[src/rtl/ccr_pkg.sv]
// Shared constants and types for the CPU core register set
package ccr_pkg;

  // ************************************************************
  // Core register geometry
  // ************************************************************
  localparam int PC_W = 16;
  localparam int PROG_BYTES = 8192;
  localparam int PROG_ADDR_W = $clog2(PROG_BYTES);
  localparam int DATA_W = 8;

  localparam logic [15:0] PC_RST = 16'h0000;
  localparam logic [7:0] ACC_RST = 8'h00;
  localparam logic [7:0] X_RST = 8'h00;
  localparam logic [7:0] SP_RST = 8'h00;
  // Zero flag comes up set, everything else clear
  localparam logic [7:0] FLAGS_RST = 8'h02;

  localparam int FLAG_GIE = 0;
  localparam int FLAG_ZERO = 1;
  localparam int FLAG_CARRY = 2;
  localparam int FLAG_SUPER = 3;
  localparam int FLAG_XIO = 4;
  // Bits an instruction may write; supervisory bit and bits 7:5 excluded
  localparam logic [7:0] FLAGS_USER_MASK = 8'h17;
  localparam logic [7:0] FLAGS_SUPER_MASK = 8'h08;

  localparam logic [7:0] SP_STEP_PUSH = 8'h01;
  localparam logic [7:0] SP_STEP_CALL = 8'h02;
  localparam logic [7:0] SP_STEP_RET = 8'h02;
  localparam logic [7:0] SP_STEP_RETI = 8'h03;

  // ************************************************************
  // Bus register map
  // ************************************************************
  localparam int AXI_ADDR_W = 4;
  localparam logic [3:0] OFS_PIN_CTRL = 4'h0;
  localparam logic [3:0] OFS_PIN_STAT = 4'h4;
  localparam int CTRL_ALT_LSB = 0;
  localparam int CTRL_DIR_LSB = 2;
  localparam int CTRL_W = 4;
  localparam logic [3:0] CTRL_RST = 4'h0;
  localparam int STAT_LVL_LSB = 0;
  localparam int STAT_OE_LSB = 2;
  localparam logic [1:0] RESP_OKAY = 2'b00;
  localparam logic [1:0] RESP_SLVERR = 2'b10;

  // ************************************************************
  // Execution commands
  // ************************************************************
  typedef enum logic [3:0] {
    OP_NOP = 4'b0000, OP_MOV = 4'b0001, OP_ADD = 4'b0010, OP_AND = 4'b0011,
    OP_OR = 4'b0100, OP_XOR = 4'b0101, OP_SHL = 4'b0110, OP_SHR = 4'b0111,
    OP_PUSH = 4'b1000, OP_POP = 4'b1001, OP_CALL = 4'b1010, OP_LCALL = 4'b1011,
    OP_RET = 4'b1100, OP_RETI = 4'b1101, OP_SWAP = 4'b1110, OP_JMP = 4'b1111
  } ccr_op_t;

  typedef enum logic [1:0] {
    DST_A = 2'b00, DST_X = 2'b01, DST_SP = 2'b10, DST_F = 2'b11
  } ccr_dst_t;

endpackage

[src/rtl/ccr_axil_slave.sv]
// AXI4-Lite slave front end with single-word register strobes
`timescale 1ns/1ps
module ccr_axil_slave
  import ccr_pkg::*;
(
  input wire logic aclk,
  input wire logic aresetn,
  input wire logic [AXI_ADDR_W-1:0] awaddr,
  input wire logic awvalid,
  output logic awready,
  input wire logic [31:0] wdata,
  input wire logic [3:0] wstrb,
  input wire logic wvalid,
  output logic wready,
  output logic [1:0] bresp,
  output logic bvalid,
  input wire logic bready,
  input wire logic arvalid,
  output logic arready,
  output logic [31:0] rdata,
  output logic [1:0] rresp,
  output logic rvalid,
  input wire logic rready,
  output logic wr_stb,
  output logic [AXI_ADDR_W-1:0] wr_addr,
  output logic [31:0] wr_data,
  output logic [3:0] wr_strb,
  input wire logic wr_err,
  input wire logic [31:0] rd_data,
  input wire logic rd_err
);

  logic aw_have_q, aw_have_d, w_have_q, w_have_d, bvalid_q, bvalid_d, rvalid_q, rvalid_d;
  logic [AXI_ADDR_W-1:0] addr_q, addr_d;
  logic [31:0] data_q, data_d, rdata_q, rdata_d;
  logic [3:0] strb_q, strb_d;
  logic [1:0] bresp_q, bresp_d, rresp_q, rresp_d;
  logic aw_now, w_now;

  assign awready = !aw_have_q && !bvalid_q;
  assign wready = !w_have_q && !bvalid_q;
  assign arready = !rvalid_q;
  assign aw_now = aw_have_q || (awvalid && awready);
  assign w_now = w_have_q || (wvalid && wready);
  assign wr_stb = aw_now && w_now && !bvalid_q;
  assign wr_addr = aw_have_q ? addr_q : awaddr;
  assign wr_data = w_have_q ? data_q : wdata;
  assign wr_strb = w_have_q ? strb_q : wstrb;
  assign bvalid = bvalid_q;
  assign bresp = bresp_q;
  assign rvalid = rvalid_q;
  assign rresp = rresp_q;
  assign rdata = rdata_q;

  always_comb begin
    aw_have_d = aw_now && !wr_stb;
    w_have_d = w_now && !wr_stb;
    addr_d = wr_addr;
    data_d = wr_data;
    strb_d = wr_strb;
    bvalid_d = bvalid_q && !bready;
    bresp_d = bresp_q;
    if (wr_stb) begin
      bvalid_d = 1'b1;
      bresp_d = wr_err ? RESP_SLVERR : RESP_OKAY;
    end
    rvalid_d = rvalid_q && !rready;
    rdata_d = rdata_q;
    rresp_d = rresp_q;
    if (arvalid && arready) begin
      rvalid_d = 1'b1;
      rdata_d = rd_data;
      rresp_d = rd_err ? RESP_SLVERR : RESP_OKAY;
    end
  end

  always_ff @(posedge aclk) begin
    if (!aresetn) begin
      aw_have_q <= 1'b0;
      w_have_q <= 1'b0;
      addr_q <= '0;
      data_q <= 32'h0000_0000;
      strb_q <= 4'h0;
      bvalid_q <= 1'b0;
      bresp_q <= RESP_OKAY;
      rvalid_q <= 1'b0;
      rdata_q <= 32'h0000_0000;
      rresp_q <= RESP_OKAY;
    end else begin
      aw_have_q <= aw_have_d;
      w_have_q <= w_have_d;
      addr_q <= addr_d;
      data_q <= data_d;
      strb_q <= strb_d;
      bvalid_q <= bvalid_d;
      bresp_q <= bresp_d;
      rvalid_q <= rvalid_d;
      rdata_q <= rdata_d;
      rresp_q <= rresp_d;
    end
  end

endmodule // ccr_axil_slave

[src/rtl/ccr_timer_pin.sv]
// One timer pin: port function or timer capture input / timer output
`timescale 1ns/1ps
module ccr_timer_pin (
  input wire logic aclk,
  input wire logic aresetn,
  input wire logic alt_en,
  input wire logic out_mode,
  input wire logic gpio_out,
  input wire logic gpio_oe,
  input wire logic timer_out,
  input wire logic pin_i,
  output logic pin_o,
  output logic pin_oe,
  output logic capture,
  output logic gpio_in
);

  logic pin_o_q, pin_o_d, pin_oe_q, pin_oe_d, cap_q, cap_d, gin_q, gin_d;

  always_comb begin
    pin_o_d = alt_en ? timer_out : gpio_out;
    pin_oe_d = alt_en ? out_mode : gpio_oe;
    // Capture sees the pin only when it is not being driven by the timer
    cap_d = alt_en && !out_mode && pin_i;
    gin_d = pin_i;
  end

  always_ff @(posedge aclk) begin
    if (!aresetn) begin
      pin_o_q <= 1'b0;
      pin_oe_q <= 1'b0;
      cap_q <= 1'b0;
      gin_q <= 1'b0;
    end else begin
      pin_o_q <= pin_o_d;
      pin_oe_q <= pin_oe_d;
      cap_q <= cap_d;
      gin_q <= gin_d;
    end
  end

  assign pin_o = pin_o_q;
  assign pin_oe = pin_oe_q;
  assign capture = cap_q;
  assign gpio_in = gin_q;

endmodule // ccr_timer_pin

[src/rtl/ccr_core_regs.sv]
// CPU core register set: program counter, accumulator, index, stack pointer, flags
`timescale 1ns/1ps
module ccr_core_regs
  import ccr_pkg::*;
(
  input wire logic aclk,
  input wire logic aresetn,
  input wire logic [AXI_ADDR_W-1:0] s_axi_awaddr,
  input wire logic [2:0] s_axi_awprot,
  input wire logic s_axi_awvalid,
  output logic s_axi_awready,
  input wire logic [31:0] s_axi_wdata,
  input wire logic [3:0] s_axi_wstrb,
  input wire logic s_axi_wvalid,
  output logic s_axi_wready,
  output logic [1:0] s_axi_bresp,
  output logic s_axi_bvalid,
  input wire logic s_axi_bready,
  input wire logic [AXI_ADDR_W-1:0] s_axi_araddr,
  input wire logic [2:0] s_axi_arprot,
  input wire logic s_axi_arvalid,
  output logic s_axi_arready,
  output logic [31:0] s_axi_rdata,
  output logic [1:0] s_axi_rresp,
  output logic s_axi_rvalid,
  input wire logic s_axi_rready,
  input wire logic exec_valid,
  input ccr_op_t exec_op,
  input ccr_dst_t exec_dst,
  input wire logic [7:0] exec_operand,
  input wire logic [15:0] exec_target,
  input wire logic [1:0] exec_len,
  input wire logic sup_enter,
  input wire logic sup_exit,
  input wire logic irq_req,
  output logic irq_take,
  input wire logic [7:0] idx_offset,
  output logic [7:0] idx_addr,
  output logic [15:0] program_counter,
  output logic [PROG_ADDR_W-1:0] prog_addr,
  output logic [7:0] accumulator,
  output logic [7:0] index_reg,
  output logic [7:0] stack_pointer_reg,
  output logic [7:0] processor_flags,
  input wire logic timer_pin_0_i,
  output logic timer_pin_0_o,
  output logic timer_pin_0_oe,
  input wire logic timer_pin_1_i,
  output logic timer_pin_1_o,
  output logic timer_pin_1_oe,
  input wire logic [1:0] gpio_out,
  input wire logic [1:0] gpio_oe,
  output logic [1:0] gpio_in,
  input wire logic [1:0] timer_out,
  output logic [1:0] timer_capture
);

  // ************************************************************
  // Elaboration checks
  // ************************************************************
  if (PC_W < PROG_ADDR_W) begin : g_bad_pc
    $error("Program counter narrower than program address");
  end

  // ************************************************************
  // Bus slave and pin control register
  // ************************************************************
  logic wr_stb, wr_err, rd_err;
  logic [AXI_ADDR_W-1:0] wr_addr;
  logic [31:0] wr_data, rd_data;
  logic [3:0] wr_strb;
  logic [CTRL_W-1:0] ctrl_q, ctrl_d;
  logic [1:0] pin_lvl, pin_oe;

  ccr_axil_slave u_axil (
    .aclk(aclk),
    .aresetn(aresetn),
    .awaddr(s_axi_awaddr),
    .awvalid(s_axi_awvalid),
    .awready(s_axi_awready),
    .wdata(s_axi_wdata),
    .wstrb(s_axi_wstrb),
    .wvalid(s_axi_wvalid),
    .wready(s_axi_wready),
    .bresp(s_axi_bresp),
    .bvalid(s_axi_bvalid),
    .bready(s_axi_bready),
    .arvalid(s_axi_arvalid),
    .arready(s_axi_arready),
    .rdata(s_axi_rdata),
    .rresp(s_axi_rresp),
    .rvalid(s_axi_rvalid),
    .rready(s_axi_rready),
    .wr_stb(wr_stb),
    .wr_addr(wr_addr),
    .wr_data(wr_data),
    .wr_strb(wr_strb),
    .wr_err(wr_err),
    .rd_data(rd_data),
    .rd_err(rd_err)
  );

  // Core registers deliberately have no address here
  assign wr_err = (wr_addr != OFS_PIN_CTRL) && (wr_addr != OFS_PIN_STAT);
  assign rd_err = (s_axi_araddr != OFS_PIN_CTRL) && (s_axi_araddr != OFS_PIN_STAT);

  always_comb begin
    rd_data = 32'h0000_0000;
    if (s_axi_araddr == OFS_PIN_CTRL) begin
      rd_data[CTRL_W-1:0] = ctrl_q;
    end else if (s_axi_araddr == OFS_PIN_STAT) begin
      rd_data[STAT_LVL_LSB +: 2] = pin_lvl;
      rd_data[STAT_OE_LSB +: 2] = pin_oe;
    end
  end

  always_comb begin
    ctrl_d = ctrl_q;
    if (wr_stb && (wr_addr == OFS_PIN_CTRL) && wr_strb[0]) begin
      ctrl_d = wr_data[CTRL_W-1:0];
    end
  end

  always_ff @(posedge aclk) begin
    if (!aresetn) begin
      ctrl_q <= CTRL_RST;
    end else begin
      ctrl_q <= ctrl_d;
    end
  end

  // ************************************************************
  // Timer pins
  // ************************************************************
  ccr_timer_pin u_pin0 (
    .aclk(aclk),
    .aresetn(aresetn),
    .alt_en(ctrl_q[CTRL_ALT_LSB]),
    .out_mode(ctrl_q[CTRL_DIR_LSB]),
    .gpio_out(gpio_out[0]),
    .gpio_oe(gpio_oe[0]),
    .timer_out(timer_out[0]),
    .pin_i(timer_pin_0_i),
    .pin_o(timer_pin_0_o),
    .pin_oe(timer_pin_0_oe),
    .capture(timer_capture[0]),
    .gpio_in(pin_lvl[0])
  );

  ccr_timer_pin u_pin1 (
    .aclk(aclk),
    .aresetn(aresetn),
    .alt_en(ctrl_q[CTRL_ALT_LSB+1]),
    .out_mode(ctrl_q[CTRL_DIR_LSB+1]),
    .gpio_out(gpio_out[1]),
    .gpio_oe(gpio_oe[1]),
    .timer_out(timer_out[1]),
    .pin_i(timer_pin_1_i),
    .pin_o(timer_pin_1_o),
    .pin_oe(timer_pin_1_oe),
    .capture(timer_capture[1]),
    .gpio_in(pin_lvl[1])
  );

  assign pin_oe = {timer_pin_1_oe, timer_pin_0_oe};
  assign gpio_in = pin_lvl;

  // ************************************************************
  // Core registers
  // ************************************************************
  logic [15:0] pc_q, pc_d;
  logic [7:0] acc_q, acc_d, x_q, x_d, sp_q, sp_d, flags_q, flags_d, idx_q, idx_d;
  logic [7:0] cur, res;
  logic [8:0] sum;
  logic res_wr, upd_z, upd_c, new_c;

  always_comb begin
    pc_d = pc_q;
    acc_d = acc_q;
    x_d = x_q;
    sp_d = sp_q;
    flags_d = flags_q;
    res = 8'h00;
    res_wr = 1'b0;
    upd_z = 1'b0;
    upd_c = 1'b0;
    new_c = 1'b0;
    sum = 9'h000;
    case (exec_dst)
      DST_A: cur = acc_q;
      DST_X: cur = x_q;
      DST_SP: cur = sp_q;
      default: cur = flags_q;
    endcase
    if (exec_valid) begin
      pc_d = pc_q + {14'h0000, exec_len};
      case (exec_op)
        OP_MOV: begin
          res = exec_operand;
          res_wr = 1'b1;
        end
        OP_ADD: begin
          sum = {1'b0, cur} + {1'b0, exec_operand};
          res = sum[7:0];
          res_wr = (exec_dst != DST_F);
          upd_z = (exec_dst == DST_A) || (exec_dst == DST_X);
          upd_c = upd_z;
          new_c = sum[8];
        end
        OP_AND, OP_OR, OP_XOR: begin
          if (exec_op == OP_AND) begin
            res = cur & exec_operand;
          end else if (exec_op == OP_OR) begin
            res = cur | exec_operand;
          end else begin
            res = cur ^ exec_operand;
          end
          res_wr = 1'b1;
          upd_z = (exec_dst != DST_F) && (exec_dst != DST_SP);
        end
        OP_SHL, OP_SHR: begin
          res = (exec_op == OP_SHL) ? {cur[6:0], 1'b0} : {1'b0, cur[7:1]};
          new_c = (exec_op == OP_SHL) ? cur[7] : cur[0];
          res_wr = (exec_dst != DST_F);
          upd_z = res_wr;
          upd_c = res_wr;
        end
        OP_PUSH: sp_d = sp_q + SP_STEP_PUSH;
        OP_POP: begin
          sp_d = sp_q - SP_STEP_PUSH;
          res = exec_operand;
          res_wr = (exec_dst != DST_SP);
        end
        OP_CALL, OP_LCALL: begin
          sp_d = sp_q + SP_STEP_CALL;
          pc_d = exec_target;
        end
        OP_RET: begin
          sp_d = sp_q - SP_STEP_RET;
          pc_d = exec_target;
        end
        OP_RETI: begin
          sp_d = sp_q - SP_STEP_RETI;
          pc_d = exec_target;
          res = exec_operand;
          res_wr = 1'b1;
        end
        OP_SWAP: begin
          // Accumulator trades places with X or SP; with the flags as target the accumulator only takes their value
          acc_d = cur;
          res = acc_q;
          res_wr = (exec_dst != DST_A) && (exec_dst != DST_F);
        end
        OP_JMP: pc_d = exec_target;
        default: ;
      endcase
      if (exec_op == OP_RETI) begin
        flags_d = (res & FLAGS_USER_MASK) | (flags_q & FLAGS_SUPER_MASK);
      end else if (res_wr) begin
        case (exec_dst)
          DST_A: acc_d = res;
          DST_X: x_d = res;
          DST_SP: sp_d = res;
          default: flags_d = (res & FLAGS_USER_MASK) | (flags_q & FLAGS_SUPER_MASK);
        endcase
      end
      if (upd_z) begin
        flags_d[FLAG_ZERO] = (res == 8'h00);
      end
      if (upd_c) begin
        flags_d[FLAG_CARRY] = new_c;
      end
    end
    // Mode switch belongs to the core alone; entry wins if both arrive together
    if (sup_enter) begin
      flags_d[FLAG_SUPER] = 1'b1;
    end else if (sup_exit) begin
      flags_d[FLAG_SUPER] = 1'b0;
    end
    idx_d = x_q + idx_offset;
  end

  always_ff @(posedge aclk) begin
    if (!aresetn) begin
      pc_q <= PC_RST;
      acc_q <= ACC_RST;
      x_q <= X_RST;
      sp_q <= SP_RST;
      flags_q <= FLAGS_RST;
      idx_q <= 8'h00;
    end else begin
      pc_q <= pc_d;
      acc_q <= acc_d;
      x_q <= x_d;
      sp_q <= sp_d;
      flags_q <= flags_d;
      idx_q <= idx_d;
    end
  end

  assign irq_take = irq_req && flags_q[FLAG_GIE];
  assign program_counter = pc_q;
  assign prog_addr = pc_q[PROG_ADDR_W-1:0];
  assign accumulator = acc_q;
  assign index_reg = x_q;
  assign stack_pointer_reg = sp_q;
  assign processor_flags = flags_q;
  assign idx_addr = idx_q;
endmodule // ccr_core_regs

[config.mk]
export PLATFORM = sky130hd
export DESIGN_NAME = ccr_core_regs
export DESIGN_NICKNAME = d
export VERILOG_FILES = /design/src/rtl/ccr_pkg.sv /design/src/rtl/ccr_axil_slave.sv /design/src/rtl/ccr_timer_pin.sv /design/src/rtl/ccr_core_regs.sv
export SDC_FILE = /design/constraint.sdc
export NUM_CORES = 1
export LEC_CHECK = 0
export BUFFER_PORTS_ARGS = -buffer_cell sky130_fd_sc_hd__buf_4
export CELL_PAD_IN_SITES_DETAIL_PLACEMENT = 1
export CELL_PAD_IN_SITES_GLOBAL_PLACEMENT = 2
export CORE_MARGIN = 5
export CORE_UTILIZATION = 30
export DETAILED_ROUTE_END_ITERATION = 8
export PLACE_DENSITY_LB_ADDON = 0.1
export SYNTH_ARGS = -nofsm -noshare
export SYNTH_HDL_FRONTEND = slang
export SYNTH_SLANG_ARGS = --single-unit
[constraint.sdc]
create_clock -name aclk -period 7.6 [get_ports aclk]
set_input_delay 0.76 -clock aclk [delete_from_list [all_inputs] [get_ports aclk]]
set_output_delay 0.76 -clock aclk [all_outputs]
set_load 0.01 [all_outputs]
==> results of run 1 <==
layout by cell type, fill, tap and decap left out, types with 5 or more instances in the layout:
| master | instances |
|---|---|
| a211oi_1 | 13 |
| a21o_1 | 5 |
| a21oi_1 | 52 |
| a221oi_1 | 9 |
| a222oi_1 | 11 |
| a22o_1 | 10 |
| a22oi_1 | 14 |
| a31oi_1 | 9 |
| and2_1 | 10 |
| and3_1 | 8 |
| buf_4 | 159 |
| clkbuf_16 | 9 |
| conb_1 | 33 |
| dfxtp_1 | 84 |
| fa_1 | 5 |
| ha_1 | 39 |
| inv_1 | 49 |
| mux2i_1 | 28 |
| nand2_1 | 42 |
| nand2b_1 | 10 |
| nand3_1 | 13 |
| nor2_1 | 97 |
| nor2b_1 | 14 |
| nor3_1 | 27 |
| o21a_1 | 7 |
| o21ai_0 | 42 |
| o31ai_1 | 7 |
| or3_1 | 9 |
| xnor2_1 | 11 |
| xor2_1 | 8 |
metrics by stage:
| stage | std cells | hold WS (ps) |
|---|---|---|
| 2_1_floorplan | 840 | 438 |
| 3_3_place_gp | 1178 | 470 |
| 3_5_place_dp | 1178 | 479 |
| 4_1_cts | 1194 | 494 |
| 5_1_grt | 1194 | 523 |
| 6_report | 1194 | 481 |
critical path: cells and delay by family:
kind                     cells  cell delay (ps)
buffers and inverters        3              270
AO/OA/AOI/OAI                5             1320
AND/OR/NAND/NOR              2              310
multiplexers                 1              450
XOR/XNOR                     1               90
adder cells (fa/ha/maj)      3             1220
final cells by class:
cell class                 instances  area share (%)
multi-input combinational        608            52.0
sequential                        84            21.8
timing repair buffer             159            15.5
tap                              275            4.47
clock buffer                       9            2.92
inverter                          52            2.53
clock inverter                     7           0.731
how the worst max path moves through the flow:
stage                 from                              end  slack, ps  cells after the start
5_1_grt        exec_dst[0]      accumulator[6]$_SDFFE_PN0P_       3190                     15
3_5_place_dp   exec_dst[0]  processor_flags[1]$_SDFFE_PN1P_       3110                     15
3_3_place_gp   exec_dst[0]      accumulator[6]$_SDFFE_PN0P_       3120                     13
6_report       exec_dst[0]  processor_flags[1]$_SDFFE_PN1P_       3420                     15
4_1_cts        exec_dst[0]  processor_flags[1]$_SDFFE_PN1P_       3430                     15
2_1_floorplan  exec_dst[0]  processor_flags[1]$_SDFFE_PN1P_       3920                     14
routing by layer:
metal,GRT usage (%),wire length (microns),vias up
met5,0,0,-
met4,6.17,494,0
met3,2.20,1160,27
met2,32.9,11500,190
met1,24.3,10300,3080
li1,-,-,3039
report_power, final:
part / internal (mW) / total (mW) / switching [mW]
combinational: 0.130 / 0.305 / 0.175
clock: 0.226 / 0.424 / 0.197
sequential: 0.464 / 0.495 / 0.0304
total: 0.820 / 1.22 / 0.402
cell families after synthesis:
group,count (synthesis),synth area share [%]
buffers and inverters,148,12.1
muxes,31,4.96
AOI/OAI and AO/OA,221,24.4
xor gates and xnor gates,19,2.63
other,1,0.0592
adders and majority gates,44,9.28
and+or+nand+nor,260,20.0
DFF,84,26.5
==> results by stage, run 1 <==
Timing:
- Dividing the final minimum period by the clock period gives 55.0%.
- The final setup slack of the worst path is around 3400 ps.
- The transition time at the pin with the least slew margin is 948 ps.
- The total setup violations reported at the end of the flow is 0.
- The clock skew after layout is 10.7 ps.
- The maximum clock rate is roughly 240 MHz.
- The final count of hold timing violations is 0.
- The headroom to the max-slew limit is 36.3%.
- Setup total negative slack on the finished layout was measured at 0 ps.
- Setup repair after global routing left no endpoint under its margin.
- The shortest clock period the worst path allows after layout is 4180 ps.
- The number of max-slew violations in the final report is 0.

Die:
- The die outline height is around 160 microns.
- The die area is 0.0241 sq mm.
- For this configuration, the core starts out at a cell density of between 30% and 40%.
- The floorplan has 53 rows.
- The placeable core region is about 0.021 sq mm.
- The die width is ~160 microns.
- The I/O pin count is ~230.

Layout:
- The multi-input combinational cell area is between 0.004 and 0.005 sq mm.
- Summing all flip-flop and latch instances after layout gives 0.00168 sq mm.
- In the final layout, the share of cells above drive strength 1 is between 20 and 25%.
- The utilization of the core after routing is between 30% and 40%.
- The design area is about 0.0077 sq mm.
- The layout filler cell count is 2,558.
- The number of flip-flops in the largest register is 16.
- The number of nets at the end of the flow is roughly 1,100.
- Relative to the synthesized area, the layout overhead comes to 21.6%.
- The repair_antennas step left the layout with diodes totalling 0.

Routing:
- The detail-routed net length per standard cell is ~20 microns.
- The number of DRC markers after the initial detailed-route iteration is between 300 and 400.
- The detailed-route via count is between 6,000 and 7,000.
- The final routed DRC violation total is 0.
- The length of the first detailed-routing pass in iterations is 5.
- Dividing the detail-routed via count by the number of cells gives roughly 5.3.
- Once detail routing completed, the nets flagged for antenna violations numbered 0.
- Wires add up to between 20,000 and 25,000 microns.

Setup path:
- The reg-to-reg setup timing slack is ~4000 ps.
- The highest-delay cell along the critical path is a211oi_2.
- Of all nets on the critical path, the largest fanout is 13.
- The worst flop-to-flop path startpoint is stack_pointer_reg[1]$_SDFFE_PN0P_.
- Traced cell by cell, the critical path runs through buf_4 -> inv_1 -> ha_1 -> a222oi_1 -> mux2i_1 -> ha_1 -> inv_1 -> fa_1 -> nor2b_1 -> o21a_1 -> a311o_1 -> xor2_1 -> a211oi_2 -> nand4_1 -> o31ai_1.
- The sort of element at the end of the critical path is a flop.
- STA classifies the critical path startpoint as an input pin.
- The largest stage delay on the critical path is approximately 540 ps.
- The worst register-to-register path has a depth of 10.
- The arrival time of the worst setup path is approximately 4400 ps.
- The worst register-to-register path ends at processor_flags[1]$_SDFFE_PN1P_.
- The type of the worst setup path is in2reg.
- The critical path required time is 7850 ps.

Pwr:
- The largest vdd supply drop is 0.0978 mV.
- The leakage dissipation is 3.33 nW.
- The post-route total power is between 1 and 1.5 mW.
- Dividing total power by cell area gives a power density of between 150 and 200 mW/mm^2.

Clock tree:
- The root buffer selected by CTS is clkbuf_16.
- At the later pin of the worst-skew pair, clock insertion delay measures between 300 and 400 ps.
- The number of clock buffers inserted by TritonCTS is 9.
- TritonCTS built the clock tree.
- The maximum buffer depth of the clock tree is 2.
- Clock-pin slew was measured on the worst setup and hold paths at 70 ps.
- The CTS sink count is 84.
- The maximum level of the CTS H-tree is 3.
- The buffers inserted during post-CTS setup optimization is 0.
- The post-cts hold buffer count is 0.
- The post-cts gate resize count is 0.

Yosys:
- The post-synth design cell area is between 0.006 and 0.007 sq mm.
- In the synthesized netlist, the number of instances is roughly 810.
- The commonest cells after synthesis are nor2_1 (98), dfxtp_1 (84), a21oi_1 (52).
- The post-synthesis cell type count is 70.
- The post-synthesis cell type with the largest combined area is dfxtp_1.
- Yosys attributes the largest share of cell area to dfxtp_1 (27%), ha_1 (7.7%), buf_4 (5.9%), nor2_1 (5.8%), mux2i_1 (4.4%).
- In the synthesized netlist the async set-or-reset flop fraction comes to 0%.
- The predominant post-synthesis flop cell is dfxtp_1.
- Synthesis inferred between 80 and 90 register bits.
- The count of flip-flops with a built-in enable after synthesis is 0.
- The Yosys step of the flow raised 0 warnings.
- Of the post-synthesis cell area, the dominant cell type holds about a quarter.
- The cell with the most instances after synthesis is nor2_1.
- Of the synthesized area, sequential elements account for 26.5%.
- Each instance of the synthesized netlist takes up on average roughly 7.8 sq um.

Placement:
- The number of buffer cells added on primary ports is between 150 and 200.
- The HPWL after detailed placement is between 15,000 and 20,000 microns.
- The setup slack at placement is ~3100 ps.
- The congestion estimate from routability-driven global placement came to about 0.84.
- Summing all placed instances gives a cell area of 0.00742 sq mm.

Run status:
- The run finished with clean final reports.

Global routing:
- The number of global-route vias before repair is approximately 6,600.
- After global routing the overflow that remains totals 0.
- Entering global routing, the biggest net connects between 40 and 50 pins.
- The first global-routing pass estimated 37,000 microns of wire.
- The global-route usage over all layers is a little under a fifth.
- The initial antenna violation count is 0.

Flow run:
- The max-capacitance violation count is 0.

Min path:
- The worst hold path terminates at u_pin1.capture$_SDFF_PN0_.
- The critical hold path startpoint is ctrl_q[3]$_SDFFE_PN0P_.
- The class of the tightest hold or removal check is reg2reg.
- Counting instances, the worst hold path has a depth of 1.
No activity file was read; power rests on OpenSTA's default activity.
==> run 2, diff against run 1 <==
CORE_UTILIZATION = 28   (was 30)
clock period = 4.1 ns   (was 7.6 ns; I/O delays follow)
==> results by stage, run 2 (synthesis results as in run 1) <==
Run status:
- The run finished with clean final reports.

Clock tree:
- The number of clock buffers inserted by TritonCTS is 9.
- The root buffer selected by CTS is clkbuf_16.
- The CTS tree is built.
- Post-CTS timing repair inserted 0 buffers for setup.
- The post-cts gate resize count is 0.
- The clock passes through at most 2 buffers.
- Clock-pin slew was measured on the worst setup and hold paths at approximately 70 ps.
- The later pin in the worst-skew pair is clocked with a latency of approximately 340 ps.
- The maximum level of the CTS H-tree is 3.
- The post-cts hold buffer count is 0.
- The tree built by TritonCTS fans out to 84 sinks.

Global routing:
- The initial antenna violation count is 0.
- Global routing used 18.0% of the available tracks.
- The number of global-route vias before repair came to about 6,700.
- The first global-routing pass estimated between 30,000 and 40,000 microns of wire.
- For this run the aggregate overflow at the end of global routing stands at 0.
- Entering global routing, the biggest net connects 62 pins.

Pwr:
- For this design the static power due to leakage is approximately 3.4 nW.
- IR analysis of the VDD net gives a maximum drop of around 0.17 mV.
- Power spread over the standard cell area amounts to approximately 290 mW/mm^2.

Setup path:
- The worst setup path is of the in2reg kind.
- In this run the worst path has a maximum fanout of 6.
- The worst flop-to-flop path startpoint is accumulator[0]$_SDFFE_PN0P_.
- The reg-to-reg setup timing slack is about 840 ps.
- Data arrives at the worst endpoint at 3600 ps.
- The terminus of the critical flop-to-flop path is processor_flags[1]$_SDFFE_PN1P_.
- STA classifies the critical path startpoint as an input pin.
- For the worst setup path, the data required time is around 4300 ps.
- The sort of element at the end of the critical path is a flop.
- The path depth of the worst reg2reg path is 11.

Min path:
- In this run the most critical hold path is launched from s_axi_rready.
- The hold-critical path depth is 2.
- For hold timing, the worst endpoint is u_axil.rvalid$_SDFF_PN0_.
- In this run the worst hold path is classified as in2reg.

Timing:
- Setup repair after global routing left no endpoint under its margin.
- The transition time at the pin with the least slew margin is 1110 ps.
- The clock skew after layout is 7.72 ps.
- The final count of hold timing violations came to 0.
- The number of max-slew violations in the final report was 0.
- The maximum clock rate is around 300 MHz.
- The worst pin sits at a relative slew slack of about a quarter.
- The ratio of final minimum period to clock period is 82.1%.
- The total setup violations reported at the end of the flow is 0.
- The total negative slack for setup checks is 0 ps.
- The shortest clock period the worst path allows after layout is 3370 ps.

Placement:
- In this run the tool buffered the top-level ports with 157 buffer cells.
- The congestion estimate from routability-driven global placement came to roughly 0.81.
- The placed instance count is between 1,000 and 1,500.
- After legalization and detailed placement, the total HPWL measured 18,800 microns.

Layout:
- The layout filler cell count is between 2,000 and 3,000.
- The commonest non-fill, non-tap cell in the layout is buf_4.
- The number of flip-flops in the largest register is 16.
- The fraction of final layout cells sized beyond drive strength 1 is 22.2%.
- After the last flow step, the layout net total stands at between 1,000 and 1,500.
- The library cells used most frequently in the layout, excluding fill and tap cells, are buf_4 (176), nor2_1 (97), dfxtp_1 (84).
- The repair_antennas step left the layout with diodes totalling 0.
- From synthesis to final layout, the design area changed by 23.9%.
- Once layout is complete, the cells apart from fillers number 1,221.

Die:
- The I/O pin count is between 200 and 250.
- The floorplan step set the die height to between 150 and 200 microns.
- Once the floorplan was initialized, standard cells occupied between 20% and 30% of the core.
- The core region is 0.0224 sq mm.
- The floorplan row count is 55.
- The die area is ~0.026 sq mm.
- The die width is 160 microns.

Routing:
- The pre-antenna-repair detailed-routing pass consisted of 5 iterations.
- The detail-routed net length per standard cell is 19.6 microns.
- The number of DRC markers after the initial detailed-route iteration is between 300 and 400.
- The detail route stage leaves a number of antenna-violating nets equal to 0.
- The mean number of vias per cell is 5.25.
- The final routed DRC violation total is 0.
- The routed layout has between 6,000 and 7,000 vias.
- For this block, the routed nets add up to 24,000 microns of wire.

Flow run:
- Max-cap violations in this run came to 0.
==> run 2: worst max-delay path by stage <==
stage | from | end | slack, ps | depth (start not counted)
after detailed placement | exec_dst[0] | processor_flags[1]$_SDFFE_PN1P_ | 420 | 14
after CTS | exec_dst[0] | processor_flags[1]$_SDFFE_PN1P_ | 760 | 14
after floorplan | exec_dst[0] | processor_flags[1]$_SDFFE_PN1P_ | 770 | 14
after global placement | exec_dst[0] | accumulator[6]$_SDFFE_PN0P_ | 500 | 15
final | exec_dst[0] | accumulator[6]$_SDFFE_PN0P_ | 730 | 15
after global routing | exec_dst[0] | processor_flags[1]$_SDFFE_PN1P_ | 520 | 14
==> run 2: per-stage QoR <==
step	utilization [%]	total power, mW	setup WS, ps	cell area (sq um)	hold WS [ps]
after global placement	33.7	1.50	501	7560	464
final	35.0	2.30	734	7850	252
after CTS	35.0	2.34	759	7850	239
after floorplan	-	1.29	767	6460	438
after global routing	35.0	2.43	517	7850	248
after detailed placement	33.7	1.52	416	7560	476
==> run 2: routing by layer <==
metal / global-route usage (%) / vias to the layer above / share of wire (%)
met5: 0 / - / 0
met4: 4.89 / 0 / 1.6
met3: 2.36 / 24 / 4.2
met2: 31.3 / 171 / 49
met1: 23.4 / 3144 / 45
li1: - / 3070 / -
==> run 2: critical path: stages <==
cell	delay [ps]
buf_4	100
inv_1	60
ha_1	270
buf_4	180
a222oi_1	600
nor2_1	220
inv_1	120
ha_1	300
nor2b_1	170
a311o_1	310
xor2_1	170
a211oi_2	210
buf_4	180
a21oi_1	70
o221a_1	230
==> run 2: cell type report <==
type	count	area, sq um	area share, %
multi-input combinational	608	4010	51.1
sequential	84	1680	21.4
timing repair buffer	176	1320	16.8
tap	285	357	4.54
clock buffer	9	225	2.87
inverter	52	195	2.49
clock inverter	7	62.6	0.797
==> run 2: report_power, final <==
group          internal (mW)  switching (mW)  total (mW)
clock                  0.425           0.378       0.803
combinational          0.253           0.330       0.583
sequential             0.860          0.0550       0.915
